**src/hsr_pkg.sv**
```systemverilog
// constants and types shared by the hold, conversion and readout logic
package hsr_pkg;
   localparam int          CLK_MHZ        = 200;
   localparam int          SYS_CLK_MHZ    = 40;
   localparam int          BIT_NS         = 25;
   localparam int          CLK_PER_BIT    = (BIT_NS * CLK_MHZ + 999) / 1000;
   localparam int          NUM_CH         = 64;
   localparam int          CH_W           = 6;
   localparam int          DATA_W         = 12;
   localparam int          BITIDX_W       = 4;
   localparam int          CFG_BIT_LOW    = 25;
   localparam int          CFG_BIT_MID    = 26;
   localparam logic [5:0]  LAST_CH        = 6'h3F;
   localparam logic [11:0] CNT_ZERO       = 12'h000;
   localparam logic [11:0] MAX_12         = 12'hFFF;
   localparam logic [11:0] MAX_10         = 12'h3FF;
   localparam logic [11:0] MAX_8          = 12'h0FF;
   localparam logic [3:0]  LAST_BIT_12    = 4'hB;
   localparam logic [3:0]  LAST_BIT_10    = 4'h9;
   localparam logic [3:0]  LAST_BIT_8     = 4'h7;
   localparam int          SHIFT_10       = 2;
   localparam int          SHIFT_8        = 4;

   typedef enum logic [2:0] {
      RES_12 = 3'b001,
      RES_10 = 3'b010,
      RES_8  = 3'b100
   } hsr_res_t;

   typedef enum logic [2:0] {
      ST_IDLE = 3'b001,
      ST_CONV = 3'b010,
      ST_SEND = 3'b100
   } hsr_state_t;
endpackage : hsr_pkg

```
**src/hsr_result_mem.sv**
```systemverilog
// per-channel conversion result store with a registered read port
`timescale 1ns/1ps
module hsr_result_mem (
   input  wire logic                          clk_in,
   input  wire logic                          clk_en_in,
   input  wire logic [hsr_pkg::NUM_CH-1:0]    wr_en_in,
   input  wire logic [hsr_pkg::DATA_W-1:0]    wr_data_in,
   input  wire logic [hsr_pkg::CH_W-1:0]      rd_addr_in,
   output logic      [hsr_pkg::DATA_W-1:0]    rd_data_out
);
   logic [hsr_pkg::DATA_W-1:0] mem [hsr_pkg::NUM_CH];

   // every firing channel copies the same shared counter state
   always_ff @(posedge clk_in) begin
      if (clk_en_in) begin
         for (int i = 0; i < hsr_pkg::NUM_CH; i++) begin
            if (wr_en_in[i]) begin
               mem[i] <= wr_data_in;
            end
         end
      end
   end

   always_ff @(posedge clk_in) begin
      if (clk_en_in) begin
         rd_data_out <= mem[rd_addr_in];
      end
   end
endmodule : hsr_result_mem

```
**src/hsr_adc_readout.sv**
```systemverilog
// hold sampling, shared ramp conversion and serial readout of 64 channels
//
// Summary of operation
// Two hold inputs common to all 64 channels each steer one analog memory per channel.
// A memory follows the shaper while its hold is high and keeps the value once it is low.
// The controller should drop the hold about one peaking time after the input to catch the peak.
// The controller may drop the hold right after or before the input to catch the baseline.
// Conversion is timed by the external 40 MHz system clock from ramp start to comparator crossing.
// The shared ramp starts on the falling edge of the conversion-start input.
// The first system clock tick after the start falling edge starts the Gray counter and each resynchronised comparator latches it.
// One 12-bit Gray counter and one ramp serve all channels, each channel only compares and stores.
// An N-bit conversion lasts 2^N system clock periods and lower resolutions end sooner.
// Serial readout starts by itself at the end of conversion.
// Transmit-active rises with the first data bit, stays high to the last, on its own pin.
// In 12-bit mode 768 bits go out one per 25 ns, so the strobe lasts 19.2 us.
// Channel 0 goes first, LSB first, then channels in ascending order to 63.
// The transmission shortens with resolution to 16 us at 10 bits and 12.8 us at 8 bits.
// The controller should pulse ADC reset low 25 ns with the start falling edge on its rising edge.
// The low-resolution select gives 8 bits, the mid select 10 bits, neither gives 12 bits.
// The controller samples data on the system clock while transmit-active is high.
`timescale 1ns/1ps
module hsr_adc_readout (
   input  wire logic                                     clk_in,
   input  wire logic                                     rst_in,
   input  wire logic                                     clk_en_in,
   input  wire logic                                     sys_clk_in,
   input  wire logic                                     adc_reset_n_in,
   input  wire logic                                     start_conv_in,
   input  wire logic                                     peak_hold_in,
   input  wire logic                                     second_hold_in,
   input  wire logic                                     mem_sel_in,
   input  wire logic                                     slope_sel_low_res_in,
   input  wire logic                                     slope_sel_mid_res_in,
   input  wire logic [hsr_pkg::NUM_CH*hsr_pkg::DATA_W-1:0] shaper_amp_in,
   output logic                                          serial_data_out,
   output logic                                          transmit_active_out,
   output logic                                          converting_out
);
   hsr_pkg::hsr_state_t                state;
   hsr_pkg::hsr_res_t                  res;
   logic                               sys_prev;
   logic                               start_prev;
   logic                               sel_second;
   logic                               cnt_run;
   logic [hsr_pkg::DATA_W-1:0]         cnt;
   logic [hsr_pkg::NUM_CH-1:0]         fired;
   logic [hsr_pkg::NUM_CH-1:0]         next_fire;
   logic [hsr_pkg::NUM_CH-1:0]         wr_en;
   logic [hsr_pkg::DATA_W-1:0]         wr_gray;
   logic [hsr_pkg::DATA_W-1:0]         held_peak   [hsr_pkg::NUM_CH];
   logic [hsr_pkg::DATA_W-1:0]         held_second [hsr_pkg::NUM_CH];
   logic [hsr_pkg::CH_W-1:0]           rd_addr;
   logic [hsr_pkg::DATA_W-1:0]         rd_data;
   logic [hsr_pkg::DATA_W-1:0]         rd_bin;
   logic [hsr_pkg::DATA_W-1:0]         shreg;
   logic [hsr_pkg::BITIDX_W-1:0]       bit_idx;
   logic                               tick;
   logic                               start_fall;
   logic                               cnt_last;
   logic                               bit_last;
   logic [hsr_pkg::DATA_W-1:0]         ramp;

   function automatic logic [11:0] max_count(input hsr_pkg::hsr_res_t r);
      unique case (r)
         hsr_pkg::RES_8:  max_count = hsr_pkg::MAX_8;
         hsr_pkg::RES_10: max_count = hsr_pkg::MAX_10;
         default:         max_count = hsr_pkg::MAX_12;
      endcase
   endfunction : max_count

   function automatic logic [3:0] last_bit(input hsr_pkg::hsr_res_t r);
      unique case (r)
         hsr_pkg::RES_8:  last_bit = hsr_pkg::LAST_BIT_8;
         hsr_pkg::RES_10: last_bit = hsr_pkg::LAST_BIT_10;
         default:         last_bit = hsr_pkg::LAST_BIT_12;
      endcase
   endfunction : last_bit

   // ramp slope: coarser resolution climbs the full scale in fewer ticks
   function automatic logic [11:0] ramp_level(input logic [11:0] c,
                                              input hsr_pkg::hsr_res_t r);
      unique case (r)
         hsr_pkg::RES_8:  ramp_level = c << hsr_pkg::SHIFT_8;
         hsr_pkg::RES_10: ramp_level = c << hsr_pkg::SHIFT_10;
         default:         ramp_level = c;
      endcase
   endfunction : ramp_level

   function automatic logic [11:0] gray_to_bin(input logic [11:0] g);
      logic [11:0] b;
      b = 12'h000;
      b[11] = g[11];
      for (int i = 10; i >= 0; i--) begin
         b[i] = b[i+1] ^ g[i];
      end
      return b;
   endfunction : gray_to_bin

   // system clock taken as a synchronous level, its rising edge is the count tick
   assign tick       = sys_clk_in & ~sys_prev;
   assign start_fall = start_prev & ~start_conv_in;
   assign cnt_last   = (cnt == max_count(res));
   assign bit_last   = (bit_idx == last_bit(res));
   assign ramp       = ramp_level(cnt, res);
   assign rd_bin     = gray_to_bin(rd_data);

   always_ff @(posedge clk_in) begin
      if (rst_in) begin
         sys_prev   <= 1'b0;
         start_prev <= 1'b1;
      end else if (clk_en_in) begin
         sys_prev   <= sys_clk_in;
         start_prev <= start_conv_in;
      end
   end

   // track while hold high, freeze on low
   always_ff @(posedge clk_in) begin
      if (clk_en_in) begin
         for (int i = 0; i < hsr_pkg::NUM_CH; i++) begin
            if (peak_hold_in) begin
               held_peak[i] <= shaper_amp_in[i*hsr_pkg::DATA_W +: hsr_pkg::DATA_W];
            end
            if (second_hold_in) begin
               held_second[i] <= shaper_amp_in[i*hsr_pkg::DATA_W +: hsr_pkg::DATA_W];
            end
         end
      end
   end

   // per-channel comparator; unfired channels are forced at full scale
   always_comb begin
      next_fire = '0;
      for (int i = 0; i < hsr_pkg::NUM_CH; i++) begin
         if (state == hsr_pkg::ST_CONV && tick && cnt_run && !fired[i]) begin
            next_fire[i] = cnt_last ||
                           (ramp >= (sel_second ? held_second[i] : held_peak[i]));
         end
      end
   end

   // one register stage resynchronises the comparators and the counter value
   always_ff @(posedge clk_in) begin
      if (rst_in) begin
         wr_en   <= '0;
         wr_gray <= hsr_pkg::CNT_ZERO;
      end else if (clk_en_in) begin
         wr_en   <= next_fire;
         wr_gray <= cnt ^ (cnt >> 1);
      end
   end

   always_ff @(posedge clk_in) begin
      if (rst_in || !adc_reset_n_in) begin
         state      <= hsr_pkg::ST_IDLE;
         res        <= hsr_pkg::RES_12;
         sel_second <= 1'b0;
         cnt_run    <= 1'b0;
         cnt        <= hsr_pkg::CNT_ZERO;
         fired      <= '0;
      end else if (clk_en_in) begin
         unique case (state)
            hsr_pkg::ST_IDLE: begin
               if (start_fall) begin
                  state      <= hsr_pkg::ST_CONV;
                  sel_second <= mem_sel_in;
                  cnt_run    <= 1'b0;
                  cnt        <= hsr_pkg::CNT_ZERO;
                  fired      <= '0;
                  // low-resolution select wins if both are set
                  if (slope_sel_low_res_in) begin
                     res <= hsr_pkg::RES_8;
                  end else if (slope_sel_mid_res_in) begin
                     res <= hsr_pkg::RES_10;
                  end else begin
                     res <= hsr_pkg::RES_12;
                  end
               end
            end
            hsr_pkg::ST_CONV: begin
               if (tick) begin
                  if (!cnt_run) begin
                     cnt_run <= 1'b1;
                  end else begin
                     fired <= fired | next_fire;
                     cnt   <= cnt + 12'h001;
                     if (cnt_last) begin
                        state   <= hsr_pkg::ST_SEND;
                        cnt_run <= 1'b0;
                     end
                  end
               end
            end
            hsr_pkg::ST_SEND: begin
               if (tick && !transmit_active_out && rd_addr == 6'h00 && bit_idx == 4'h0
                   && fired == '0) begin
                  state <= hsr_pkg::ST_IDLE;
               end else if (tick && transmit_active_out && rd_addr == 6'h00
                            && bit_idx == 4'h0) begin
                  state <= hsr_pkg::ST_IDLE;
               end
               // kept until the first readout tick, which needs it to start sending
               if (tick) begin
                  fired <= '0;
               end
            end
            default: state <= hsr_pkg::ST_IDLE;
         endcase
      end
   end

   // serialiser: one bit per system clock tick, channel 0 LSB first
   always_ff @(posedge clk_in) begin
      if (rst_in || !adc_reset_n_in) begin
         rd_addr             <= 6'h00;
         bit_idx             <= 4'h0;
         shreg               <= hsr_pkg::CNT_ZERO;
         serial_data_out     <= 1'b0;
         transmit_active_out <= 1'b0;
      end else if (clk_en_in) begin
         if (state == hsr_pkg::ST_SEND && tick && fired != '0) begin
            transmit_active_out <= 1'b1;
            serial_data_out     <= rd_bin[0];
            shreg               <= rd_bin >> 1;
            rd_addr             <= rd_addr + 6'h01;
            bit_idx             <= (last_bit(res) == 4'h0) ? 4'h0 : 4'h1;
         end else if (state == hsr_pkg::ST_SEND && tick && transmit_active_out) begin
            if (bit_idx == 4'h0 && rd_addr == 6'h00) begin
               transmit_active_out <= 1'b0;
               serial_data_out     <= 1'b0;
            end else if (bit_idx == 4'h0) begin
               serial_data_out <= rd_bin[0];
               shreg           <= rd_bin >> 1;
               rd_addr         <= rd_addr + 6'h01;
               bit_idx         <= 4'h1;
            end else begin
               serial_data_out <= shreg[0];
               shreg           <= shreg >> 1;
               bit_idx         <= bit_last ? 4'h0 : bit_idx + 4'h1;
            end
         end
      end
   end

   always_ff @(posedge clk_in) begin
      if (rst_in || !adc_reset_n_in) begin
         converting_out <= 1'b0;
      end else if (clk_en_in) begin
         converting_out <= (state == hsr_pkg::ST_CONV);
      end
   end

   hsr_result_mem u_result_mem (
      .clk_in      (clk_in),
      .clk_en_in   (clk_en_in),
      .wr_en_in    (wr_en),
      .wr_data_in  (wr_gray),
      .rd_addr_in  (rd_addr),
      .rd_data_out (rd_data)
   );
endmodule : hsr_adc_readout

```
**config.mk**
```make
export PLATFORM = sky130hd
export DESIGN_NAME = hsr_adc_readout
export DESIGN_NICKNAME = d
export VERILOG_FILES = /design/src/hsr_pkg.sv /design/src/hsr_result_mem.sv /design/src/hsr_adc_readout.sv
export SDC_FILE = /design/constraint.sdc
export NUM_CORES = 2
export LEC_CHECK = 0
export ABC_AREA = 1
export BUFFER_PORTS_ARGS = -buffer_cell sky130_fd_sc_hd__buf_4
export CELL_PAD_IN_SITES_DETAIL_PLACEMENT = 1
export CELL_PAD_IN_SITES_GLOBAL_PLACEMENT = 2
export CORE_UTILIZATION = 30
export CTS_CLUSTER_SIZE = 16
export DETAILED_ROUTE_END_ITERATION = 10
export PLACE_DENSITY = 0.57
export SETUP_SLACK_MARGIN = 0.02
export SKIP_LAST_GASP = 1
export SLEW_MARGIN = 0
export SYNTH_ARGS = -nofsm -noshare
export SYNTH_HDL_FRONTEND = slang
export SYNTH_SLANG_ARGS = --single-unit
export TNS_END_PERCENT = 50
```
**constraint.sdc**
```tcl
create_clock -name clk_in -period 23.1 [get_ports clk_in]
set_input_delay 0 -clock clk_in [delete_from_list [all_inputs] [get_ports clk_in]]
set_output_delay 0 -clock clk_in [all_outputs]
set_load 0.02 [all_outputs]
```
* Word-level counts from Yosys, hierarchy flattened
Memories as Yosys holds them, arrays and structs flattened. A register that Yosys moved wholly into a read port is not among the register bits. Index checks and enable logic that the tools add are counted.
Word-level totals: bits in registers 187, RAM bits 2304, bits of input ports 779, output and inout port bits 3, logic and storage cells 720, memories kept 3
Memories:
- held_peak | words 64, bits a word 12, rd ports 64, clocked after memory_dff 0, write ports 64, line hsr_adc_readout.sv:50 | logic [hsr_pkg::DATA_W-1:0] held_peak [hsr_pkg::NUM_CH];
- held_second | words 64, bits a word 12, rd ports 64, clocked after memory_dff 0, write ports 64, line hsr_adc_readout.sv:51 | logic [hsr_pkg::DATA_W-1:0] held_second [hsr_pkg::NUM_CH];
- u_result_mem.mem | words 64, bits a word 12, rd ports 1, clocked after memory_dff 1, write ports 64, line hsr_result_mem.sv:11 | logic [hsr_pkg::DATA_W-1:0] mem [hsr_pkg::NUM_CH];
Cells by class: $add $sub $neg 3, magnitude comparators 64, equal/unequal tests 14, muxes and demuxes 376, bitwise gates (word level) 17, reductions and logical operators 227
Operators with widths (count):
- two-way mux 12 bit | 70
- greater-or-equal comparator 12 bit | 64
- two-way mux 1 bit | 274
- two-way mux 64 bit | 4
- case mux 64 bit (3 select lines) | 1
- logical AND 1 bit | 77
- case mux 12 bit (2 select lines) | 3
- logical NOT 1 bit | 66
- logical OR 1 bit | 65
- logical NOT 64 bit | 1
- bitwise OR 64 bit | 1
- nonzero test 64 bit | 1
- two-way mux 4 bit | 8
- two-way mux 6 bit | 4
- two-way mux 3 bit | 7
- adder 12 x 1 -> 12 bit (second input constant) | 1
- == test 12 bit | 1
- != test 2 bit (second input constant) | 6
- AND reduction 6 bit | 2
- XOR 12 x 11 -> 12 bit | 1
- two-way mux 11 bit | 1
- XOR 1 bit | 11
- case mux 3 bit (3 select lines) | 1
- AND reduction 3 bit | 3
- 19 further kinds | 28

* Depth between registers and ports, before layout
word-level depth 15, depth in mapped cells 19, gate-level depth less buffers 19

* By module
A second synthesis with hierarchy kept.
Unflattened totals: cells, all modules 8060, area total of the unflattened synthesis 109937.9 sq um
Modules (own cells, without submodules):
- hsr_adc_readout | instances 1, cells an instance 5354, area an instance 78049.9 sq um, sequential area each 49847.8 sq um
- hsr_result_mem | instances 1, cells an instance 2706, area an instance 31888.1 sq um, sequential area each 23422.5 sq um

* Worst setup path before layout
No wires, ideal clock.
path kind input to register, from input port clk_en_in, to memory held_peak[0][0] (netlist bit), enable pin, library setup time 1.112 ns, data arrival time 15.694 ns, data required time 21.988 ns, path slack 6.294 ns, cell stages on the path 5, buffers on the path 3, cells stage by stage clkbuf_1 -> clkbuf_1 -> clkbuf_1 -> nand2_1 -> inv_1
RTL lines:
- from (decl) | line hsr_adc_readout.sv:25 | input wire logic clk_en_in,
- to (decl) | line hsr_adc_readout.sv:50

* Final worst setup path
from register sel_second, to register wr_en[33] (netlist bit)
Between the ends: word-level cells in the longest chain between the ends 4
RTL lines:
- from (decl) | line hsr_adc_readout.sv:43 | logic sel_second;
- from (signal assigned) | line hsr_adc_readout.sv:166 | sel_second <= mem_sel_in;
- two-way mux 12 bit | line hsr_adc_readout.sv:137 | (ramp >= (sel_second ? held_second[i] : held_peak[i]));
- greater-or-equal comparator 12 bit | line hsr_adc_readout.sv:137
- logical OR 1 bit | line hsr_adc_readout.sv:136 | next_fire[i] = cnt_last ||
- two-way mux 1 bit | line hsr_adc_readout.sv:135 | if (state == hsr_pkg::ST_CONV && tick && cnt_run && !fired[i]) begin
- to (signal assigned) | line hsr_adc_readout.sv:148 | wr_en <= next_fire;
- to (decl) | line hsr_adc_readout.sv:48 | logic [hsr_pkg::NUM_CH-1:0] wr_en;
No other way between the ends. A chain may end at the register's enable or synchronous reset.

==> run_results.csv <==
group,metric,value,unit
floorplanning,die_h,602.8,µm
sta,post-route-period-util,30.55,%
place,gp_congestion,0.7793,
global_route,grt_pass1_vias,78410,
worst_setup_path,critPathMostFrequentCell,"buf_12",
worst_setup_path,slowest_stage,"buf_4",
routing,wl_per_cell,24.58,µm
sta,setup_slack,16.04,ns
cells_and_area,drive_gt1_share,13.86,%
floorplanning,rows,220,
pwr,power,10.49,mW
pwr,peakVddDrop,0.00005385,V
place,dp_hpwl,238500,µm
clock_tree,cts_made_buffers,295,
yosys,synth_edf_count,2316,
clock_tree,cts_tree,"done",
sta,rsz0062_at_grt,"no",
floorplanning,core_area,359200,µm²
yosys,async_reset_ff_share,0,%
sta,finalSetupTns,0,ns
global_route,grt_usage,19.95,%
sta,finalHoldViolCount,0,
worst_setup_path,crit_fanout,98,
routing,wl,371100,µm
clock_tree,clk_latency,0.90,ns
cells_and_area,fin_nets,11600,
yosys,ys_dominant_reg_cell,"edfxtp_1",
outcome,status,"finished, final reports clean",
floorplanning,die_area,363300,µm²
clock_tree,ctsResizeCount,0,
global_route,grt_max_degree,175,
pwr,leakagePower,53.39,nW
routing,dr.pass1.iters,5,
routing,num_vias,73200,
pwr,p_switching,2.332,mW
worst_setup_path,cp.arrival,7.79,ns
yosys,post_synth.cell_area_avg,14.22,µm²
clock_tree,htreeDepth,5,
sta,maxClockFrequency,141.7,MHz
worst_setup_path,worst_setup_path_end_kind,"flop",
routing,drt-initial-drc-count,4070,
worst_setup_path,critPathLaunchType,"flop",
worst_setup_path,cp.required,23.83,ns
sta,drv_slew,0,
routing,ant_nets,0,
clock_tree,clock_path_buffers,4,
clock_tree,clock-root-buffer,"clkbuf_16",
place,dp_slack,16.06,ns
sta,hold_ws,0.04635,ns
place,io_buffer_count,781,
sta,period_minus_slack,7.057,ns
sta,finalSetupViolations,0,
cells_and_area,instances_no_fill,15100,
floorplanning,start_util,30.14,%
place,dp_cells,12960,
pwr,seqPwrFrac,49.8,%
yosys,seq_area_frac_synth,67.67,%
global_route,grt_pass1_wl,535600,µm
clock_tree,cts.sinks,2502,
clock_tree,holdBufCountCts,1553,
flow_run,max-cap-violations,0,
yosys,netlist_instances,7615,
worst_setup_path,crit_type,"flop to flop",
routing,drc,0,
pwr,p_sw_share,22.23,%
clock_tree,path_clk_slew,0.06,ns
worst_hold_path,min_path_type,"input port to flop",
pwr,p_int,8.159,mW
global_route,antenna_found_initial,157,
sta,worst_slew_margin_rel,19.89,%
pwr,clockPowerShare,43.1,%
yosys,yosysWarnings,0,
sta,worst_slew_pin_slew,1.202,ns
yosys,yosysTopAreaCell,"edfxtp_1",
floorplanning,die_w,602.8,µm
worst_setup_path,max_stage_delay,0.72,ns
yosys,netlist-cell-type-count,49,
floorplanning,pin_count,782,
yosys,syn-num-nets,9176,
global_route,grt_overflow,0,
worst_setup_path,crit_chain,"buf_12 > buf_12 > buf_12 > buf_12 > buf_4 > buf_4 > buf_4 > mux2i_1 > ha_1 > a21oi_1 > o221ai_1 > a21boi_0 > o211ai_1 > nand4_1 > a21oi_1",
routing,via_per_inst,4.848,
yosys,yosys_register_bits,2502,
clock_tree,cts_setup_buffers,0,
yosys,synth_top_area_share,64.23,%
sta,finClkSkew,0.03105,ns
pwr,power_density,72.34,nW/µm²
pwr,power_frac_comb,7.1,%
yosys,syn_area,108300,µm²
cells_and_area,area_growth,33.94,%
yosys,synth_area_leaders,"edfxtp_1, ha_1, mux2i_1",
[through the flow]
step | util, % | instance area, µm²
after floorplan | - | 108300
after global placement | 33.45 | 120100
after detailed placement | 33.45 | 120100
after CTS | 40.33 | 144900
after global routing | 40.36 | 145000
final | 40.37 | 145000
[worst max-delay path, delay by kind of cell (launching register included)]
| family | cells | cell delay (ns) |
|---|---|---|
| muxes | 1 | 0.28 |
| adders and majority gates | 1 | 0.26 |
| and+or+nand+nor | 1 | 0.12 |
| buffers and inverters | 7 | 4.00 |
| DFF | 1 | 0.57 |
| AOI/OAI and AO/OA | 5 | 0.81 |
[kinds of logic (layout without fill, tap and decap cells)]
group	count (synthesis)	in the layout	synth area share (%)
compound gates	1556	1556	8.466
flops	2502	2502	67.67
fa+ha+maj	782	782	9.037
other cells	0	57	0
xor+xnor	3	3	0.02427
mux	768	768	7.174
buf+inv	684	3338	2.403
simple gates	1320	1320	5.224
[cell usage after synthesis (all sizes together), types with 42 or more instances]
master	count
o21bai	51
nand3	159
o22ai	137
mux2	64
dfxtp	186
nor2	495
o221ai	102
edfxtp	2316
ha	782
nand2	521
inv	365
o21a	42
a21oi	513
mux2i	704
buf	110
o21ai	479
clkbuf	207
nand4	127
o211ai	89
[power groups by stage]
| stage | combinational, mW | sequential (mW) | clock (mW) |
|---|---|---|---|
| after global routing | 0.818 | 5.24 | 4.79 |
| after CTS | 0.757 | 5.23 | 4.64 |
| after detailed placement | 0.528 | 5.32 | 0 |
| after global placement | 0.512 | 5.31 | 0 |
| final | 0.748 | 5.23 | 4.52 |
| after floorplan | 0.261 | 5.39 | 0 |
[cells in the final DEF (no fill, tap or decap), drive strengths merged, types with 2 or more instances in the layout]
cell         instances
a311oi               2
nand4              127
clkinvlp             4
nand3              159
nor3                 9
nor4                 7
o211ai              89
o32ai                2
dfxtp              186
dlygate4sd3       1553
diode               57
a211oi              28
mux2                64
nor2               495
bufinv              13
clkbuf             407
buf                888
clkinv              99
a221oi               7
mux2i              704
a22o                 4
o221ai             102
a22oi                2
a31oi               24
xor2                 3
a21boi              41
inv                374
o31ai                3
edfxtp            2316
nand2              521
o21ai              479
o21a                42
a21o                23
o22ai              137
a32oi                3
a31o                 3
ha                 782
o21bai              51
a21oi              513
[sequential cells by signal, summed over array words and instances (netlist names), 4 cells and up]
signal	cells
bit_idx	4
cnt	12
fired	64
held_peak	768
held_second	768
rd_addr	6
shreg	11
u_result_mem.mem	768
u_result_mem.rd_data_out	12
wr_en	64
wr_gray	12
[worst paths after layout]
kind                                 endpoint                     from  slack [ns]  depth (start not counted)
setup / recovery       wr_en[33]$_SDFFE_PP0P_  sel_second$_SDFFE_PP0P_       16.04                         15
hold / removal    held_peak[1][322]$_DFFE_PP_             peak_hold_in        0.05                          3
setup reg to reg       wr_en[33]$_SDFFE_PP0P_  sel_second$_SDFFE_PP0P_       16.04                         15
hold reg to reg        wr_en[26]$_SDFFE_PP0P_   wr_en[26]$_SDFFE_PP0P_        0.47                          2
[area by class of cell]
cell class / instances / area [µm²]
fill: 36950 / 214200
sequential: 2502 / 73310
multi-input combinational: 4429 / 32590
timing repair buffer: 2441 / 22410
clock buffer: 407 / 8114
tap: 4773 / 5972
inverter: 367 / 1411
clock inverter: 123 / 1071
antenna: 57 / 142.6
[layer usage]
layer / wire [µm] / vias to the layer above / track usage, %
met1: 161000 / 37190 / 25.36
met2: 186200 / 1358 / 35.45
met3: 15010 / 590 / 3.225
li1: - / 33960 / -
met4: 8240 / 106 / 4.370
met5: 710 / - / 0
Power figures use the tool's default switching activity.
